===== config.mk =====
export PLATFORM = sky130hd
export DESIGN_NAME = umc_mode_ctrl
export DESIGN_NICKNAME = d
export VERILOG_FILES = /design/src/logic/umc_pkg.sv /design/src/logic/umc_ir_codec.sv /design/src/logic/umc_mode_ctrl.sv /design/src/logic/umc_rate_meas.sv
export VERILOG_INCLUDE_DIRS = /design/src /design/src/logic
export SDC_FILE = /design/constraint.sdc
export NUM_CORES = 1
export LEC_CHECK = 0
export ABC_AREA = 1
export BUFFER_PORTS_ARGS = -buffer_cell sky130_fd_sc_hd__buf_2
export CAP_MARGIN = 20
export CORE_MARGIN = 2
export CORE_UTILIZATION = 43
export CTS_BUF_LIST = sky130_fd_sc_hd__clkbuf_16
export DETAILED_ROUTE_END_ITERATION = 10
export MAX_ROUTING_LAYER = met4
export PLACE_DENSITY = 0.7
export SKIP_LAST_GASP = 1
export SYNTH_ARGS = -nofsm -noshare
export SYNTH_HDL_FRONTEND = slang
export SYNTH_SLANG_ARGS = --single-unit

===== constraint.sdc =====
create_clock -name MCLK_I -period 1.89 [get_ports MCLK_I]
set_input_delay 0.189 -clock MCLK_I [delete_from_list [all_inputs] [get_ports MCLK_I]]
set_output_delay 0.189 -clock MCLK_I [all_outputs]
set_load 0.01 [all_outputs]

===== src/logic/umc_params.svh =====
// Register offsets, field positions and reset values of the mode control block
`ifndef UMC_PARAMS_SVH
`define UMC_PARAMS_SVH
`define UMC_MODE_OFF 12'h000
`define UMC_STAT_OFF 12'h004
`define UMC_MASK_OFF 12'h008
`define UMC_RATE_OFF 12'h00c
`define UMC_MODE_RST 16'h0000
`define UMC_BIT_STOP_BIT_SELECT 0
`define UMC_BIT_PARITY_LENGTH_SELECT_LO 1
`define UMC_BIT_PARITY_LENGTH_SELECT_HI 2
`define UMC_BIT_HSRATE 3
`define UMC_BIT_RXINV 4
`define UMC_BIT_AUTO_RATE_DETECT 5
`define UMC_BIT_LPBK 6
`define UMC_BIT_WAKE 7
`define UMC_BIT_PIN_LO 8
`define UMC_BIT_PIN_HI 9
`define UMC_BIT_REQUEST_TO_SEND_PIN_MODE 11
`define UMC_BIT_INFRARED_CODEC_ENABLE 12
`define UMC_BIT_SIDL 13
`define UMC_BIT_EN 15
`define UMC_MODE_WMASK 16'hbbff
`define UMC_EV_WAKE 0
`define UMC_EV_RATE 1
`define UMC_EV_N 2
`define UMC_SYNC_EDGES 5
`define UMC_IR_PULSE 16
`endif


===== src/logic/umc_pkg.sv =====
// Types of the mode control block
`default_nettype none
package umc_pkg;
	typedef enum logic [1:0] {
		UMC_PINS_TXRX = 2'b00,
		UMC_PINS_RTS = 2'b01,
		UMC_PINS_FLOW = 2'b10,
		UMC_PINS_CLK = 2'b11
	} umc_pins_t;
	typedef enum logic [3:0] {
		UMC_AB_IDLE = 4'b0001,
		UMC_AB_ARM = 4'b0010,
		UMC_AB_MEAS = 4'b0100,
		UMC_AB_DONE = 4'b1000
	} umc_ab_t;
endpackage : umc_pkg
`default_nettype wire


===== src/logic/umc_ir_codec.sv =====
// Infrared pulse encoder and decoder with bypass
`timescale 1ns/10ps
`default_nettype none
`include "umc_params.svh"
module umc_ir_codec #(
	parameter int PULSE = `UMC_IR_PULSE
) (
	input wire logic clk_i, // Clock
	input wire logic rst_n_i, // Reset
	input wire logic en_i, // Codec enable
	input wire logic tx_i, // Serial out bit
	input wire logic rx_i, // Line in
	output logic tx_o, // Line out
	output logic rx_o // Serial in bit
);
	logic [7:0] cnt;
	logic tx_d;
	wire start = tx_d & ~tx_i;
	always_ff @(posedge clk_i or negedge rst_n_i) begin
		if (!rst_n_i) begin
			cnt <= 8'h00;
			tx_d <= 1'b1;
		end else begin
			tx_d <= tx_i;
			if (start)
				cnt <= 8'(PULSE);
			else if (cnt != 8'h00)
				cnt <= cnt - 8'h01;
		end
	end
	// Each falling edge of the serial bit becomes a short high pulse; idle line low
	assign tx_o = en_i ? (cnt != 8'h00) : tx_i;
	assign rx_o = en_i ? ~rx_i : rx_i;
endmodule : umc_ir_codec
`default_nettype wire


===== src/logic/umc_mode_ctrl.sv =====
// Serial port mode control: APB registers, pin ownership, wake, loopback
//
// Contract
// Usage 00: only transmit and receive used
// Usage 01: also request-to-send pin used
// Usage 10: clear and request pins used
// Usage 11: drive baud clock output pin
// Wake enabled: receive sampled during sleep
// Wake enabled: falling receive edge interrupts
// Rising edge after wake clears wake enable
// Loopback bit routes transmit to receive
// Auto-baud measures next 55h sync field
// Measurement done clears auto-baud bit
// Mode bit picks simplex or flow control
// Disabled port releases all pins
// Infrared bit inserts codec, else bypass
//
// Added by the designer: the register offsets and register access over APB.
`timescale 1ns/10ps
`default_nettype none
`include "umc_params.svh"
module umc_mode_ctrl #(
	parameter int CLK_DIV_W = 16
) (
	input wire logic MCLK_I, // Peripheral clock, 125 MHz
	input wire logic RST_N_I, // Asynchronous reset, active low
	input wire logic [11:0] PADDR_I, // APB address
	input wire logic PSEL_I, // APB select
	input wire logic PENABLE_I, // APB enable
	input wire logic PWRITE_I, // APB direction
	input wire logic [31:0] PWDATA_I, // APB write data
	output logic [31:0] PRDATA_O, // APB read data
	output logic PREADY_O, // APB ready
	output logic PSLVERR_O, // APB error
	output logic IRQ_O, // Interrupt, level
	input wire logic SLEEP_I, // Device is in sleep
	input wire logic IDLE_I, // Device is in idle
	input wire logic CORE_TX_I, // Serial data from transmitter
	output logic CORE_RX_O, // Serial data to receiver
	input wire logic CORE_RTS_I, // Receiver ready for data
	input wire logic CORE_TXBUSY_I, // Transmitter active
	output logic CORE_CTS_O, // Remote ready to take data
	output logic CORE_ACTIVE_O, // Port logic running
	input wire logic BAUD_CLK_I, // Baud clock from generator
	input wire logic TRANSMIT_PIN_I, // Unused; kept for pad symmetry
	output logic TRANSMIT_PIN_O, // Transmit pin level
	output logic TRANSMIT_PIN_OE_O, // Transmit pin owned
	input wire logic RECEIVE_PIN_I, // Receive pin level
	input wire logic CLEAR_TO_SEND_PIN_I, // Clear-to-send pin
	output logic CLEAR_TO_SEND_PIN_USE_O, // Clear-to-send owned
	output logic REQUEST_TO_SEND_PIN_O, // Request/baud pin level
	output logic REQUEST_TO_SEND_PIN_OE_O, // Request/baud owned
	output logic [CLK_DIV_W-1:0] RATE_DIV_O // Measured cycles/bit
);
	import umc_pkg::*;
	logic [15:0] mode;
	logic [`UMC_EV_N-1:0] stat, mask;
	logic wake_seen, rx_d;
	logic ab_done;
	logic [CLK_DIV_W-1:0] ab_div;
	logic ir_tx, ir_rx;

	wire en = mode[`UMC_BIT_EN];
	wire ir_en = mode[`UMC_BIT_INFRARED_CODEC_ENABLE];
	wire rts_simplex = mode[`UMC_BIT_REQUEST_TO_SEND_PIN_MODE];
	wire wake_en = mode[`UMC_BIT_WAKE];
	wire lpbk = mode[`UMC_BIT_LPBK];
	wire ab_en = mode[`UMC_BIT_AUTO_RATE_DETECT];
	wire rx_inv = mode[`UMC_BIT_RXINV];
	umc_pins_t pins;
	assign pins = umc_pins_t'(mode[`UMC_BIT_PIN_HI:`UMC_BIT_PIN_LO]);

	// Idle stop and sleep hold the receive output idle and disarm rate detection; the wake watcher runs in both
	wire run = en & ~(IDLE_I & mode[`UMC_BIT_SIDL]) & ~SLEEP_I;

	// APB decode
	wire acc = PSEL_I & PENABLE_I;
	wire wr = acc & PWRITE_I;
	wire hit_mode = PADDR_I == `UMC_MODE_OFF;
	wire hit_stat = PADDR_I == `UMC_STAT_OFF;
	wire hit_mask = PADDR_I == `UMC_MASK_OFF;
	wire hit_rate = PADDR_I == `UMC_RATE_OFF;
	wire hit_any = hit_mode | hit_stat | hit_mask | hit_rate;
	wire wr_mode = wr & hit_mode;
	wire wr_stat = wr & hit_stat;
	wire wr_mask = wr & hit_mask;
	wire [31:0] rd_data = hit_mode ? {16'h0000, mode} :
		hit_stat ? {{(32-`UMC_EV_N){1'b0}}, stat} :
		hit_mask ? {{(32-`UMC_EV_N){1'b0}}, mask} :
		hit_rate ? {{(32-CLK_DIV_W){1'b0}}, ab_div} : 32'h0000_0000;

	// Receive path: line, optional inversion, codec, loopback
	wire rx_line = RECEIVE_PIN_I ^ rx_inv;
	wire wake_fall = en & wake_en & rx_d & ~rx_line;
	wire wake_rise = wake_seen & ~rx_d & rx_line;
	wire rx_ser = lpbk ? CORE_TX_I : ir_rx;

	umc_ir_codec u_ir (
		.clk_i(MCLK_I),
		.rst_n_i(RST_N_I),
		.en_i(ir_en),
		.tx_i(CORE_TX_I),
		.rx_i(rx_line),
		.tx_o(ir_tx),
		.rx_o(ir_rx)
	);

	umc_rate_meas #(.W(CLK_DIV_W)) u_ab (
		.clk_i(MCLK_I),
		.rst_n_i(RST_N_I),
		.arm_i(ab_en & run),
		.rx_i(rx_ser),
		.done_o(ab_done),
		.div_o(ab_div)
	);

	// Pin ownership by usage field
	wire use_rts = en &
		(pins == UMC_PINS_RTS || pins == UMC_PINS_FLOW);
	wire use_clk = en & (pins == UMC_PINS_CLK);
	wire use_cts = en & (pins == UMC_PINS_FLOW);
	// Simplex: assert while sending; flow control: receiver readiness
	wire rts_lvl = rts_simplex ? ~CORE_TXBUSY_I : ~CORE_RTS_I;
	wire next_rts = use_clk ? BAUD_CLK_I : rts_lvl;
	wire next_tx = ~en | lpbk | ir_tx;
	wire [`UMC_EV_N-1:0] ev = {ab_done, wake_fall};

	// Mode register with hardware clears
	logic [15:0] next_mode;
	always_comb begin
		next_mode = mode;
		if (wr_mode)
			next_mode = PWDATA_I[15:0] & `UMC_MODE_WMASK;
		if (wake_rise)
			next_mode[`UMC_BIT_WAKE] = 1'b0;
		if (ab_done)
			next_mode[`UMC_BIT_AUTO_RATE_DETECT] = 1'b0;
	end

	always_ff @(posedge MCLK_I or negedge RST_N_I) begin
		if (!RST_N_I) begin
			mode <= `UMC_MODE_RST;
			mask <= '0;
			rx_d <= 1'b1;
			wake_seen <= 1'b0;
		end else begin
			mode <= next_mode;
			rx_d <= rx_line;
			if (wr_mask)
				mask <= PWDATA_I[`UMC_EV_N-1:0];
			if (wake_fall)
				wake_seen <= 1'b1;
			else if (wake_rise || !wake_en)
				wake_seen <= 1'b0;
		end
	end

	// Sticky events: set wins over write-one-to-clear
	genvar g;
	generate
		for (g = 0; g < `UMC_EV_N; g++) begin : g_ev
			always_ff @(posedge MCLK_I or negedge RST_N_I) begin
				if (!RST_N_I)
					stat[g] <= 1'b0;
				else if (ev[g])
					stat[g] <= 1'b1;
				else if (wr_stat && PWDATA_I[g])
					stat[g] <= 1'b0;
			end
		end
	endgenerate

	always_ff @(posedge MCLK_I or negedge RST_N_I) begin
		if (!RST_N_I) begin
			PRDATA_O <= 32'h0000_0000;
			PREADY_O <= 1'b0;
			PSLVERR_O <= 1'b0;
			IRQ_O <= 1'b0;
		end else begin
			// One wait state: answer in the second access cycle
			PREADY_O <= acc & ~PREADY_O;
			PSLVERR_O <= acc & ~PREADY_O & ~hit_any;
			PRDATA_O <= (acc & ~PREADY_O & ~PWRITE_I) ? rd_data : 32'h0;
			IRQ_O <= |(stat & mask);
		end
	end

	always_ff @(posedge MCLK_I or negedge RST_N_I) begin
		if (!RST_N_I) begin
			TRANSMIT_PIN_O <= 1'b1;
			TRANSMIT_PIN_OE_O <= 1'b0;
			CORE_RX_O <= 1'b1;
			CORE_CTS_O <= 1'b1;
			CORE_ACTIVE_O <= 1'b0;
			CLEAR_TO_SEND_PIN_USE_O <= 1'b0;
			REQUEST_TO_SEND_PIN_O <= 1'b1;
			REQUEST_TO_SEND_PIN_OE_O <= 1'b0;
			RATE_DIV_O <= '0;
		end else begin
			TRANSMIT_PIN_O <= next_tx;
			TRANSMIT_PIN_OE_O <= en;
			CORE_RX_O <= run ? rx_ser : 1'b1;
			CORE_CTS_O <= use_cts ? ~CLEAR_TO_SEND_PIN_I : 1'b1;
			CORE_ACTIVE_O <= run;
			CLEAR_TO_SEND_PIN_USE_O <= use_cts;
			REQUEST_TO_SEND_PIN_O <= next_rts;
			REQUEST_TO_SEND_PIN_OE_O <= use_rts | use_clk;
			RATE_DIV_O <= ab_div;
		end
	end
endmodule : umc_mode_ctrl
`default_nettype wire


===== src/logic/umc_rate_meas.sv =====
// Sync field timer for automatic rate detection
`timescale 1ns/10ps
`default_nettype none
`include "umc_params.svh"
module umc_rate_meas #(
	parameter int W = 16
) (
	input wire logic clk_i, // Clock
	input wire logic rst_n_i, // Reset
	input wire logic arm_i, // Measurement requested
	input wire logic rx_i, // Receive line
	output logic done_o, // One-cycle completion pulse
	output logic [W-1:0] div_o // Cycles per bit
);
	import umc_pkg::*;
	umc_ab_t st, next_st;
	logic [W+2:0] cnt;
	logic [2:0] edges;
	logic rx_d;
	wire fall = rx_d & ~rx_i;
	always_comb begin
		next_st = st;
		case (st)
			UMC_AB_IDLE: if (arm_i) next_st = UMC_AB_ARM;
			UMC_AB_ARM: if (!arm_i) next_st = UMC_AB_IDLE;
				else if (fall) next_st = UMC_AB_MEAS;
			// First fall is taken while armed
			UMC_AB_MEAS: if (!arm_i) next_st = UMC_AB_IDLE;
				else if (fall && edges == 3'(`UMC_SYNC_EDGES - 2))
					next_st = UMC_AB_DONE;
			UMC_AB_DONE: next_st = UMC_AB_IDLE;
			default: next_st = UMC_AB_IDLE;
		endcase
	end
	always_ff @(posedge clk_i or negedge rst_n_i) begin
		if (!rst_n_i) begin
			st <= UMC_AB_IDLE;
			cnt <= '0;
			edges <= 3'h0;
			rx_d <= 1'b1;
			div_o <= '0;
		end else begin
			st <= next_st;
			rx_d <= rx_i;
			if (st == UMC_AB_ARM) begin
				// Cycle of the first fall counts as one
				cnt <= {{(W+2){1'b0}}, 1'b1};
				edges <= 3'h0;
			end else if (st == UMC_AB_MEAS) begin
				cnt <= cnt + 1'b1;
				if (fall)
					edges <= edges + 3'h1;
			end
			// Start to fifth falling edge spans eight bits
			if (next_st == UMC_AB_DONE)
				div_o <= cnt[W+2:3];
		end
	end
	assign done_o = (st == UMC_AB_DONE);
endmodule : umc_rate_meas
`default_nettype wire


==> impl_metrics.py, run 1 <==
metrics = {
    "grt": {
        "grt_pass1_vias": 4258,
        "grt_first_pass_wirelength_um": 20300,
        "overflow": 0,
        "grt_max_degree": 59,
        "antenna_found_initial": 0,
        "grtUsageTotal": 0.207,
    },
    "sta": {
        "rsz0062_at_grt": "no",
        "min_period_over_period": 0.916,
        "tns_ps": 0,
        "setup_ws_ps": 158,
        "setup_viol": 0,
        "skew_ps": 10.2,
        "period_needed_ps": 1730,
        "finalHoldViolations": 0,
        "fmax_mhz": 577,
        "slew_violations": 0,
    },
    "route": {
        "ant_nets": 0,
        "drt-initial-drc-count": 350,
        "vias_per_cell": 5.01,
        "route.vias.total": 4232,
        "wl_per_cell_um": 14.3,
        "drc_errors": 0,
        "drt-pass1-iter-count": 6,
        "wirelength_um": 12100,
    },
    "synthesis": {
        "postSynthCellCount": 573,
        "synth-seq-cells": 115,
        "ys_warn_count": 0,
        "ys_types": 41,
        "seq_area_frac_synth": 0.557,
        "synth_area_um2": 5190,
        "postSynthAreaPerCell_um2": 9.05,
    },
    "place": {
        "routabilityCongestion": 0.891,
        "dp.final_hpwl_um": 8580,
        "place_ws_ps": 163,
        "io_buffers": 81,
        "place_area_um2": 5730,
    },
    "clocking": {
        "cts_buffers": 17,
        "clock_sinks": 115,
        "cts_tree": "done",
        "cts_setup_buffers": 0,
        "insertion_delay_ps": 420,
        "htreeDepth": 4,
        "cts.path.max_buffers": 2,
        "clockRootBuffer": "clkbuf_16",
        "path_clk_slew_ps": 60,
    },
    "die": {
        "io_pins": 117,
        "num_rows": 40,
        "start_util": 0.436,
        "dieArea_um2": 13000,
        "die_h_um": 114,
        "die_w_um": 114,
        "core_area_um2": 11900,
    },
    "layout": {
        "diodes": 0,
        "fillers": 1063,
        "postLayoutCellArea_um2": 6480,
        "layout-drive-gt1-share": 0.239,
        "postLayoutCoreUtil": 0.544,
        "synthToLayoutAreaGrowth_pct": 24.9,
        "fin_nets": 749,
    },
    "run": {
        "maxCapViolations": 0,
    },
    "critical_path": {
        "crit_path_end_kind": "flip-flop",
        "required_ps": 2230,
        "startpoint_type": "flip-flop",
        "path_max_fanout": 6,
        "path_class": "reg2reg",
        "cp_data_arrival_time_ps": 2070,
    },
    "pwr": {
        "ir_drop_mv": 0.611,
        "powerDensity_nw_per_um2": 983,
        "p_leak_uw": 0.00326,
    },
    "outcome": {
        "outcome": "completed",
    },
    "min_path": {
        "hold_path_class": "in2reg",
    },
}
## metal layers
metal  GRT usage  wire length (µm)
met3      0.0494               605
met4      0.0829               216
met1       0.251              5400
met5           -                 0
met2       0.337              5900
## cell usage after synthesis, drive strengths merged
library cell	count	area share
nand2	143	0.11
dfrtp	107	0.52
inv	66	0.048
nor2	47	0.041
o21ai	38	0.037
nand3	34	0.041
a21oi	32	0.031
buf	29	0.041
nand4	23	0.029
nor3	19	0.027
dfstp	8	0.041
ha	6	0.014
o211ai	3	0.0043
a31oi	2	0.0024
nand3b	2	0.0029
nor4	2	0.0024
o21a	2	0.0029
o31ai	2	0.0029
a211oi	1	0.0014
a2bb2oi	1	0.0017
clkinv	1	0.00096
conb	1	0.00072
nor3b	1	0.0014
o21bai	1	0.0014
o22a	1	0.0017
o22ai	1	0.0012
## kinds of logic after synthesis
family                   count (synthesis)  synth area share
AND/OR/NAND/NOR                        271             0.251
flip-flops                             115             0.557
buffers and inverters                   96            0.0900
AO/OA/AOI/OAI                           84            0.0876
adder cells (fa/ha/maj)                  6            0.0145
other                                    1          0.000723
## cells in the final DEF, fill, tap and decap left out, types with 2 or more instances in the layout
| master | count |
|---|---|
| a21oi_1 | 32 |
| a31oi_1 | 2 |
| buf_2 | 80 |
| buf_4 | 13 |
| bufinv_16 | 3 |
| clkbuf_16 | 17 |
| clkinv_2 | 2 |
| clkinv_4 | 5 |
| clkinvlp_4 | 5 |
| conb_1 | 16 |
| dfrtp_1 | 107 |
| dfstp_2 | 8 |
| dlygate4sd3_1 | 13 |
| ha_1 | 6 |
| inv_1 | 58 |
| inv_2 | 7 |
| nand2_1 | 138 |
| nand2_2 | 4 |
| nand3_1 | 29 |
| nand3_2 | 3 |
| nand3_4 | 2 |
| nand3b_1 | 2 |
| nand4_1 | 22 |
| nor2_1 | 40 |
| nor2_2 | 4 |
| nor2_4 | 2 |
| nor3_1 | 13 |
| nor3_2 | 4 |
| nor3_4 | 2 |
| nor4_1 | 2 |
| o211ai_1 | 3 |
| o21a_1 | 2 |
| o21ai_0 | 31 |
| o21ai_1 | 7 |
| o31ai_1 | 2 |
## registers in the layout (all words and copies together), names as in the netlist, 2 cells and up
name        cells
u_ab.cnt       19
PRDATA_O       16
RATE_DIV_O     16
u_ab.div_o     16
mode           14
u_ir.cnt        8
u_ab.st         4
u_ab.edges      3
mask            2
stat            2
## repair_timing
| item | in CTS | in global routing |
|---|---|---|
| hold buffers | 13 | 0 |
| endpoints found under the hold margin | 35 | 0 |
| endpoints found under the setup margin | 0 | 1 |
| gates resized for setup | 0 | 1 |
## stage by stage
step	hold slack, ps	cells	total power [µW]
finish	14.4	845	6370
global route	12.3	845	6610
CTS	0.581	845	6420
detailed placement	134	800	3110
global placement	125	800	3090
floorplan	-107	588	2950
## where the power goes
part | internal, µW | switching, µW | total (µW)
registers | 2560 | 82.2 | 2640
logic | 174 | 297 | 471
clock network | 2080 | 1180 | 3250
total | 4810 | 1560 | 6370
## worst max-delay path: stages, from the launching register on
cell	delay, ps
dfrtp_1	360
inv_1	100
ha_1	210
inv_1	90
nor2_1	110
nand4_1	180
nor2_4	230
inv_1	110
nand3_1	100
o21ai_0	80
a21oi_1	110
## final cells by class
| class | instances | area (µm²) | area share |
|---|---|---|---|
| Clock buffer | 17 | 425 | 0.0656 |
| Clock inverter | 15 | 185 | 0.0286 |
| Inverter | 67 | 255 | 0.0394 |
| Multi-Input combinational cell | 377 | 1890 | 0.292 |
| Sequential cell | 115 | 2890 | 0.446 |
| Tap cell | 147 | 184 | 0.0284 |
| Timing Repair Buffer | 107 | 648 | 0.100 |
## worst paths after layout
path	from	endpoint	slack, ps	cells past startpoint
setup / recovery	u_ir.cnt[0]	u_ir.cnt[7]	160	10
hold / removal	BAUD_CLK_I	REQUEST_TO_SEND_PIN_O	10	2
setup reg to reg	u_ir.cnt[0]	u_ir.cnt[7]	160	10
hold reg to reg	u_ab.div_o[5]	RATE_DIV_O[5]	400	0
max in group asynchronous	RST_N_I	u_ir.tx_d	970	3
min in group asynchronous	RST_N_I	mask[0]	250	2
Power figures use the tool's default switching activity.
==> run 2, diff against run 1 <==
Settings changed: ABC_AREA 1 to default, PLACE_DENSITY 0.7 to 0.73.
Clock period 1.89 ns to 1.41 ns, I/O delays scaled along.
==> run 2 against run 1 <==
Compared with the run above: the run now ends with setup timing left; via count up 0.95%; worst hold slack about the same; wire length up 24%; setup slack worse by 750 ps; clock skew down 3.0 ps; register-to-register slack worse by 750 ps; count of clock-buffer cells in the layout unchanged; global-route usage up 3.3 points; sequential share of layout area down 6.2 points; first-iteration DRC count up 24%; combinational power rose to 3.1 times the previous value; critical path type unchanged; largest cell class unchanged; largest power group unchanged.
==> impl_metrics.py, run 2 <==
metrics = {
    "layout": {
        "fin_nets": 686,
        "layout-drive-gt1-share": 0.493,
        "fillers": 727,
        "postLayoutCellArea_um2": 7520,
        "largest_reg_flops": 19,
        "regMostFlops": "u_ab.cnt",
        "synthToLayoutAreaGrowth_pct": 52.9,
        "layout_common_cells": "107 x dfrtp_1, 83 x buf_4, 80 x buf_2, 30 x nor2_1, 20 x mux2_2",
        "final_common_cell": "dfrtp_1",
        "diodes": 0,
        "postLayoutCoreUtil": 0.667,
    },
    "route": {
        "drt-pass1-iter-count": 5,
        "wl_per_cell_um": 19.3,
        "drc_errors": 0,
        "wirelength_um": 15000,
        "vias_per_cell": 5.49,
        "drt-initial-drc-count": 434,
        "ant_nets": 0,
        "route.vias.total": 4272,
    },
    "outcome": {
        "violations": "setup timing",
        "outcome": "complete, but fails checks",
    },
    "clocking": {
        "cts.path.max_buffers": 2,
        "htreeDepth": 4,
        "path_clk_slew_ps": 60,
        "cts_tree": "done",
        "insertion_delay_ps": 410,
        "clockRootBuffer": "clkbuf_16",
        "cts_buffers": 17,
        "clock_sinks": 115,
    },
    "min_path": {
        "hold_path_class": "in2reg",
        "whs_path_depth": 2,
    },
    "grt": {
        "grt_pass1_vias": 4437,
        "grt_max_degree": 44,
        "grt_first_pass_wirelength_um": 22400,
        "overflow": 0,
        "antenna_found_initial": 0,
        "grtUsageTotal": 0.241,
    },
    "place": {
        "dp.final_hpwl_um": 8640,
        "io_buffers": 81,
        "place_ws_ps": -537,
        "routabilityCongestion": 0.870,
        "place_area_um2": 6160,
    },
    "critical_path": {
        "startpoint_type": "flip-flop",
        "crit_path_end_kind": "flip-flop",
        "cp_data_arrival_time_ps": 2330,
        "path_max_fanout": 7,
        "r2r_slack_ps": -590,
        "required_ps": 1740,
        "path_class": "reg2reg",
        "reg2reg_depth": 4,
    },
    "sta": {
        "finalHoldViolations": 0,
        "min_period_over_period": 1.42,
        "skew_ps": 7.25,
        "setup_viol": 49,
        "worstMarginPinSlew_ps": 501,
        "setup_ws_ps": -591,
        "fmax_mhz": 500,
        "period_needed_ps": 2000,
        "relSlewSlack": 0.664,
        "rsz0062_at_grt": "yes",
        "slew_violations": 0,
        "holdWs_ps": 14.6,
    },
    "pwr": {
        "p_leak_uw": 0.00370,
        "p_seq_frac": 0.367,
        "clockPowerShare": 0.483,
        "ir_drop_mv": 1.15,
        "combPwrFrac": 0.150,
        "sw_frac_of_total": 0.244,
        "powerDensity_nw_per_um2": 1280,
        "power.internal_uw": 7260,
        "finalPower_uw": 9600,
        "p_switching_uw": 2340,
    },
    "synthesis": {
        "synth_flop_cell": "dfrtp_1",
        "postSynthCellCount": 414,
        "yosys.area.top_type": "dfrtp_1",
        "ys_warn_count": 0,
        "synth_edf_count": 0,
        "ys_types": 51,
        "yosysMostFrequentCell": "dfrtp_1",
        "ys_top_cells_by_area": "dfrtp_1 54%, mux2_2 4.8%, dfstp_2 4.3%",
        "synth_commonest_cells": "107 x dfrtp_1, 35 x nor2_1, 23 x a21oi_1",
        "synth_top_area_frac": 0.544,
        "seq_area_frac_synth": 0.587,
        "synth-seq-cells": 115,
        "postSynthAreaPerCell_um2": 11.9,
        "synth_area_um2": 4920,
        "async_flop_share": 1.00,
    },
    "run": {
        "maxCapViolations": 0,
    },
    "die": {
        "num_rows": 39,
        "start_util": 0.436,
        "die_w_um": 111,
        "dieArea_um2": 12300,
        "io_pins": 117,
        "die_h_um": 111,
        "core_area_um2": 11300,
    },
}
[run 2: final timing paths]
| path | startpoint | end |
|---|---|---|
| worst max-delay path | u_ab.st[1] | u_ab.cnt[11] |
| worst min-delay path | PWDATA_I[1] | mode[1] |
| worst max register to register | u_ab.st[1] | u_ab.cnt[11] |
| worst min register to register | u_ab.div_o[14] | RATE_DIV_O[14] |
| max in group asynchronous | RST_N_I | REQUEST_TO_SEND_PIN_O |
| min in group asynchronous | RST_N_I | u_ab.edges[1] |
[run 2: cell type report]
type / instances / area (µm²) / share of cell area
sequential: 115 / 2890 / 0.384
multi-input combinational: 272 / 2240 / 0.298
clock inverter: 15 / 214 / 0.0284
timing repair buffer: 205 / 1530 / 0.203
inverter: 11 / 43.8 / 0.00582
tap: 143 / 179 / 0.0238
clock buffer: 17 / 425 / 0.0566
[run 2: repair_timing]
item	CTS	global route
resized for setup	37	49
gates cloned	1	0
hold buffers	18	0
endpoints found under the hold margin	108	0
endpoints found under the setup margin	48	52
buffers inserted	14	10
pin swaps	25	20
[run 2: layer usage]
layer  wire [µm]  share of wire  track usage
met4         545          0.036        0.119
met1        5690           0.38        0.269
met2        7890           0.53        0.408
met5           0              0            -
met3         888          0.059       0.0547
[run 2: cells by family after synthesis]
| logic type | after synthesis | synth area share |
|---|---|---|
| muxes | 36 | 0.0862 |
| and+or+nand+nor | 132 | 0.150 |
| other | 1 | 0.000762 |
| adders and majority gates | 6 | 0.0153 |
| buffers and inverters | 42 | 0.0494 |
| AOI/OAI and AO/OA | 70 | 0.0870 |
| xor gates and xnor gates | 12 | 0.0242 |
| DFF | 115 | 0.587 |
[run 2: power by group through the flow]
stage          registers (µW)  clock network (µW)  logic [µW]
2_1_floorplan            3580                   0         470
3_3_place_gp             3550                   0         958
3_5_place_dp             3550                   0        1010
4_1_cts                  3500                4650        1250
5_1_grt                  3530                4860        1530
6_report                 3520                4640        1440
[run 2: worst max-delay path, stage by stage (launching register included)]
cell,delay [ps]
dfrtp_1,400
or4b_4,590
or2_4,290
or4_1,500
a21oi_1,150
[run 2: stage by stage]
| stage | TNS [ps] | instances |
|---|---|---|
| 4_1_cts | -14990 | 771 |
| 5_1_grt | -19730 | 778 |
| 2_1_floorplan | -18120 | 429 |
| 6_report | -17900 | 778 |
| 3_5_place_dp | -17910 | 710 |
| 3_3_place_gp | -14570 | 710 |
==> run 3, diff against run 2 <==
Settings changed: CTS_BUF_LIST sky130_fd_sc_hd__clkbuf_16 to default.
==> run 3 against run 2 <==
Compared with the run above: the flow still finishes with violations (setup timing); critical path depth increased by 1; maximum frequency increased by 2.7%; utilization increased by 0.49 points; clock power increased by 2%; combinational power about the same; worst hold slack got worse by 2.9 ps; count of clock-buffer cells in the layout increased by 2; cell count increased by 0.26%; via count decreased by 0.98%; sequential share of layout area decreased by 0.28 points; setup slack improved by 52 ps.
==> impl_metrics.py, run 3 (same netlist as run 2, synthesis figures left out) <==
metrics = {
    "critical_path": {
        "crit_family": "simple AND/OR/NAND/NOR gates",
        "r2r_slack_ps": -540,
        "cp_data_arrival_time_ps": 2250,
        "required_ps": 1710,
        "rr_startpoint": "u_ab.st[3]",
        "path_depth": 5,
        "path_class": "reg2reg",
        "crit_chain": "nor2b_1, nand4b_1, nor4_4, buf_6, mux2_2",
        "cpMaxStageDelayCell": "nor4_4",
        "crit_buf_inv": 1,
        "reg2reg_depth": 5,
        "timing.rr.end": "u_ab.div_o[15]",
        "crit_path_end_kind": "flip-flop",
        "startpoint_type": "flip-flop",
        "cpPeakStageDelay_ps": 440,
        "path_max_fanout": 8,
    },
    "layout": {
        "regMostFlops": "u_ab.cnt",
        "synthToLayoutAreaGrowth_pct": 54.0,
        "fillers": 722,
        "largest_reg_flops": 19,
        "postLayoutCoreUtil": 0.672,
        "postLayoutCellArea_um2": 7580,
        "fin_nets": 688,
        "final_common_cell": "dfrtp_1",
        "finalNonFillerCells": 780,
        "diodes": 0,
        "layout-drive-gt1-share": 0.498,
        "layout_common_cells": "107 x dfrtp_1, 83 x buf_4, 80 x buf_2, 31 x nor2_1, 21 x mux2_2",
    },
    "die": {
        "die_w_um": 111,
        "start_util": 0.436,
        "dieArea_um2": 12300,
        "die_h_um": 111,
        "num_rows": 39,
        "io_pins": 117,
        "core_area_um2": 11300,
    },
    "grt": {
        "grt_pass1_vias": 4394,
        "grt_max_degree": 44,
        "grtUsageTotal": 0.240,
        "overflow": 0,
        "grt_first_pass_wirelength_um": 22300,
        "antenna_found_initial": 0,
    },
    "min_path": {
        "min_to": "mode[1]",
        "whs_path_depth": 2,
        "hold_path_class": "in2reg",
        "min_from": "PWDATA_I[1]",
    },
    "route": {
        "drc_errors": 0,
        "drt-initial-drc-count": 497,
        "vias_per_cell": 5.42,
        "wirelength_um": 14900,
        "ant_nets": 0,
        "wl_per_cell_um": 19.0,
        "drt-pass1-iter-count": 5,
        "route.vias.total": 4230,
    },
    "clocking": {
        "clockRootBuffer": "clkbuf_16",
        "clock_sinks": 115,
        "htreeDepth": 4,
        "insertion_delay_ps": 410,
        "cts_tree": "done",
        "cts_buffers": 17,
        "path_clk_slew_ps": 50,
        "cts.path.max_buffers": 2,
    },
    "place": {
        "routabilityCongestion": 0.870,
        "dp_cells": 710,
        "io_buffers": 81,
        "dp.final_hpwl_um": 8640,
        "place_area_um2": 6160,
    },
    "pwr": {
        "powerDensity_nw_per_um2": 1280,
        "p_leak_uw": 0.00373,
        "ir_drop_mv": 1.16,
    },
    "run": {
        "maxCapViolations": 0,
    },
    "sta": {
        "fmax_mhz": 513,
        "rsz0062_at_grt": "yes",
        "setup_viol": 49,
        "min_period_over_period": 1.38,
        "slew_violations": 0,
        "skew_ps": 6.56,
        "setup_ws_ps": -539,
        "finalHoldViolations": 0,
        "tns_ps": -16890,
        "period_needed_ps": 1950,
    },
    "outcome": {
        "violations": "setup timing",
        "outcome": "complete, but fails checks",
    },
}
run 3: metal layers:
| metal | global-route usage | part of all wire |
|---|---|---|
| met2 | 0.405 | 0.53 |
| met4 | 0.120 | 0.033 |
| met1 | 0.271 | 0.38 |
| met3 | 0.0530 | 0.056 |
| met5 | - | 0 |
run 3: timing repair:
action / CTS / global route
hold endpoints to repair: 108 / 0
pin swaps: 25 / 32
setup buffers: 14 / 15
setup endpoints to repair: 48 / 52
hold buffers: 18 / 0
gates resized for setup: 38 / 52
gates cloned: 1 / 0
run 3: through the flow:
| stage | hold WS [ps] | setup slack (ps) | total power, µW |
|---|---|---|---|
| after floorplan | -155 | -718 | 4050 |
| after global placement | 73.3 | -504 | 4510 |
| after detailed placement | 73.4 | -537 | 4570 |
| after CTS | 4.59 | -501 | 9510 |
| after global routing | 5.18 | -603 | 10000 |
| final | 11.8 | -539 | 9710 |
run 3: where the power goes:
group | switching [µW] | total [µW] | internal, µW
logic | 703 | 1450 | 744
clock network | 1530 | 4750 | 3220
registers | 93.3 | 3510 | 3420
run 3: cell type report:
| cell class | instances | area [µm²] | share of cell area |
|---|---|---|---|
| Sequential cell | 115 | 2890 | 0.381 |
| Multi-Input combinational cell | 272 | 2250 | 0.296 |
| Timing Repair Buffer | 207 | 1560 | 0.206 |
| Clock buffer | 19 | 453 | 0.0598 |
| Clock inverter | 13 | 206 | 0.0273 |
| Tap cell | 143 | 179 | 0.0236 |
| Inverter | 11 | 43.8 | 0.00578 |
run 3: how the worst max path moves through the flow:
stage,start,endpoint,slack (ps)
5_1_grt,u_ab.st[3],u_ab.div_o[10],-600
6_report,u_ab.st[3],u_ab.div_o[15],-540
2_1_floorplan,u_ab.st[1],u_ab.cnt[15],-720
3_3_place_gp,u_ab.st[1],u_ab.cnt[11],-500
3_5_place_dp,u_ab.st[1],u_ab.cnt[11],-540
4_1_cts,mode[12],u_ab.div_o[1],-500
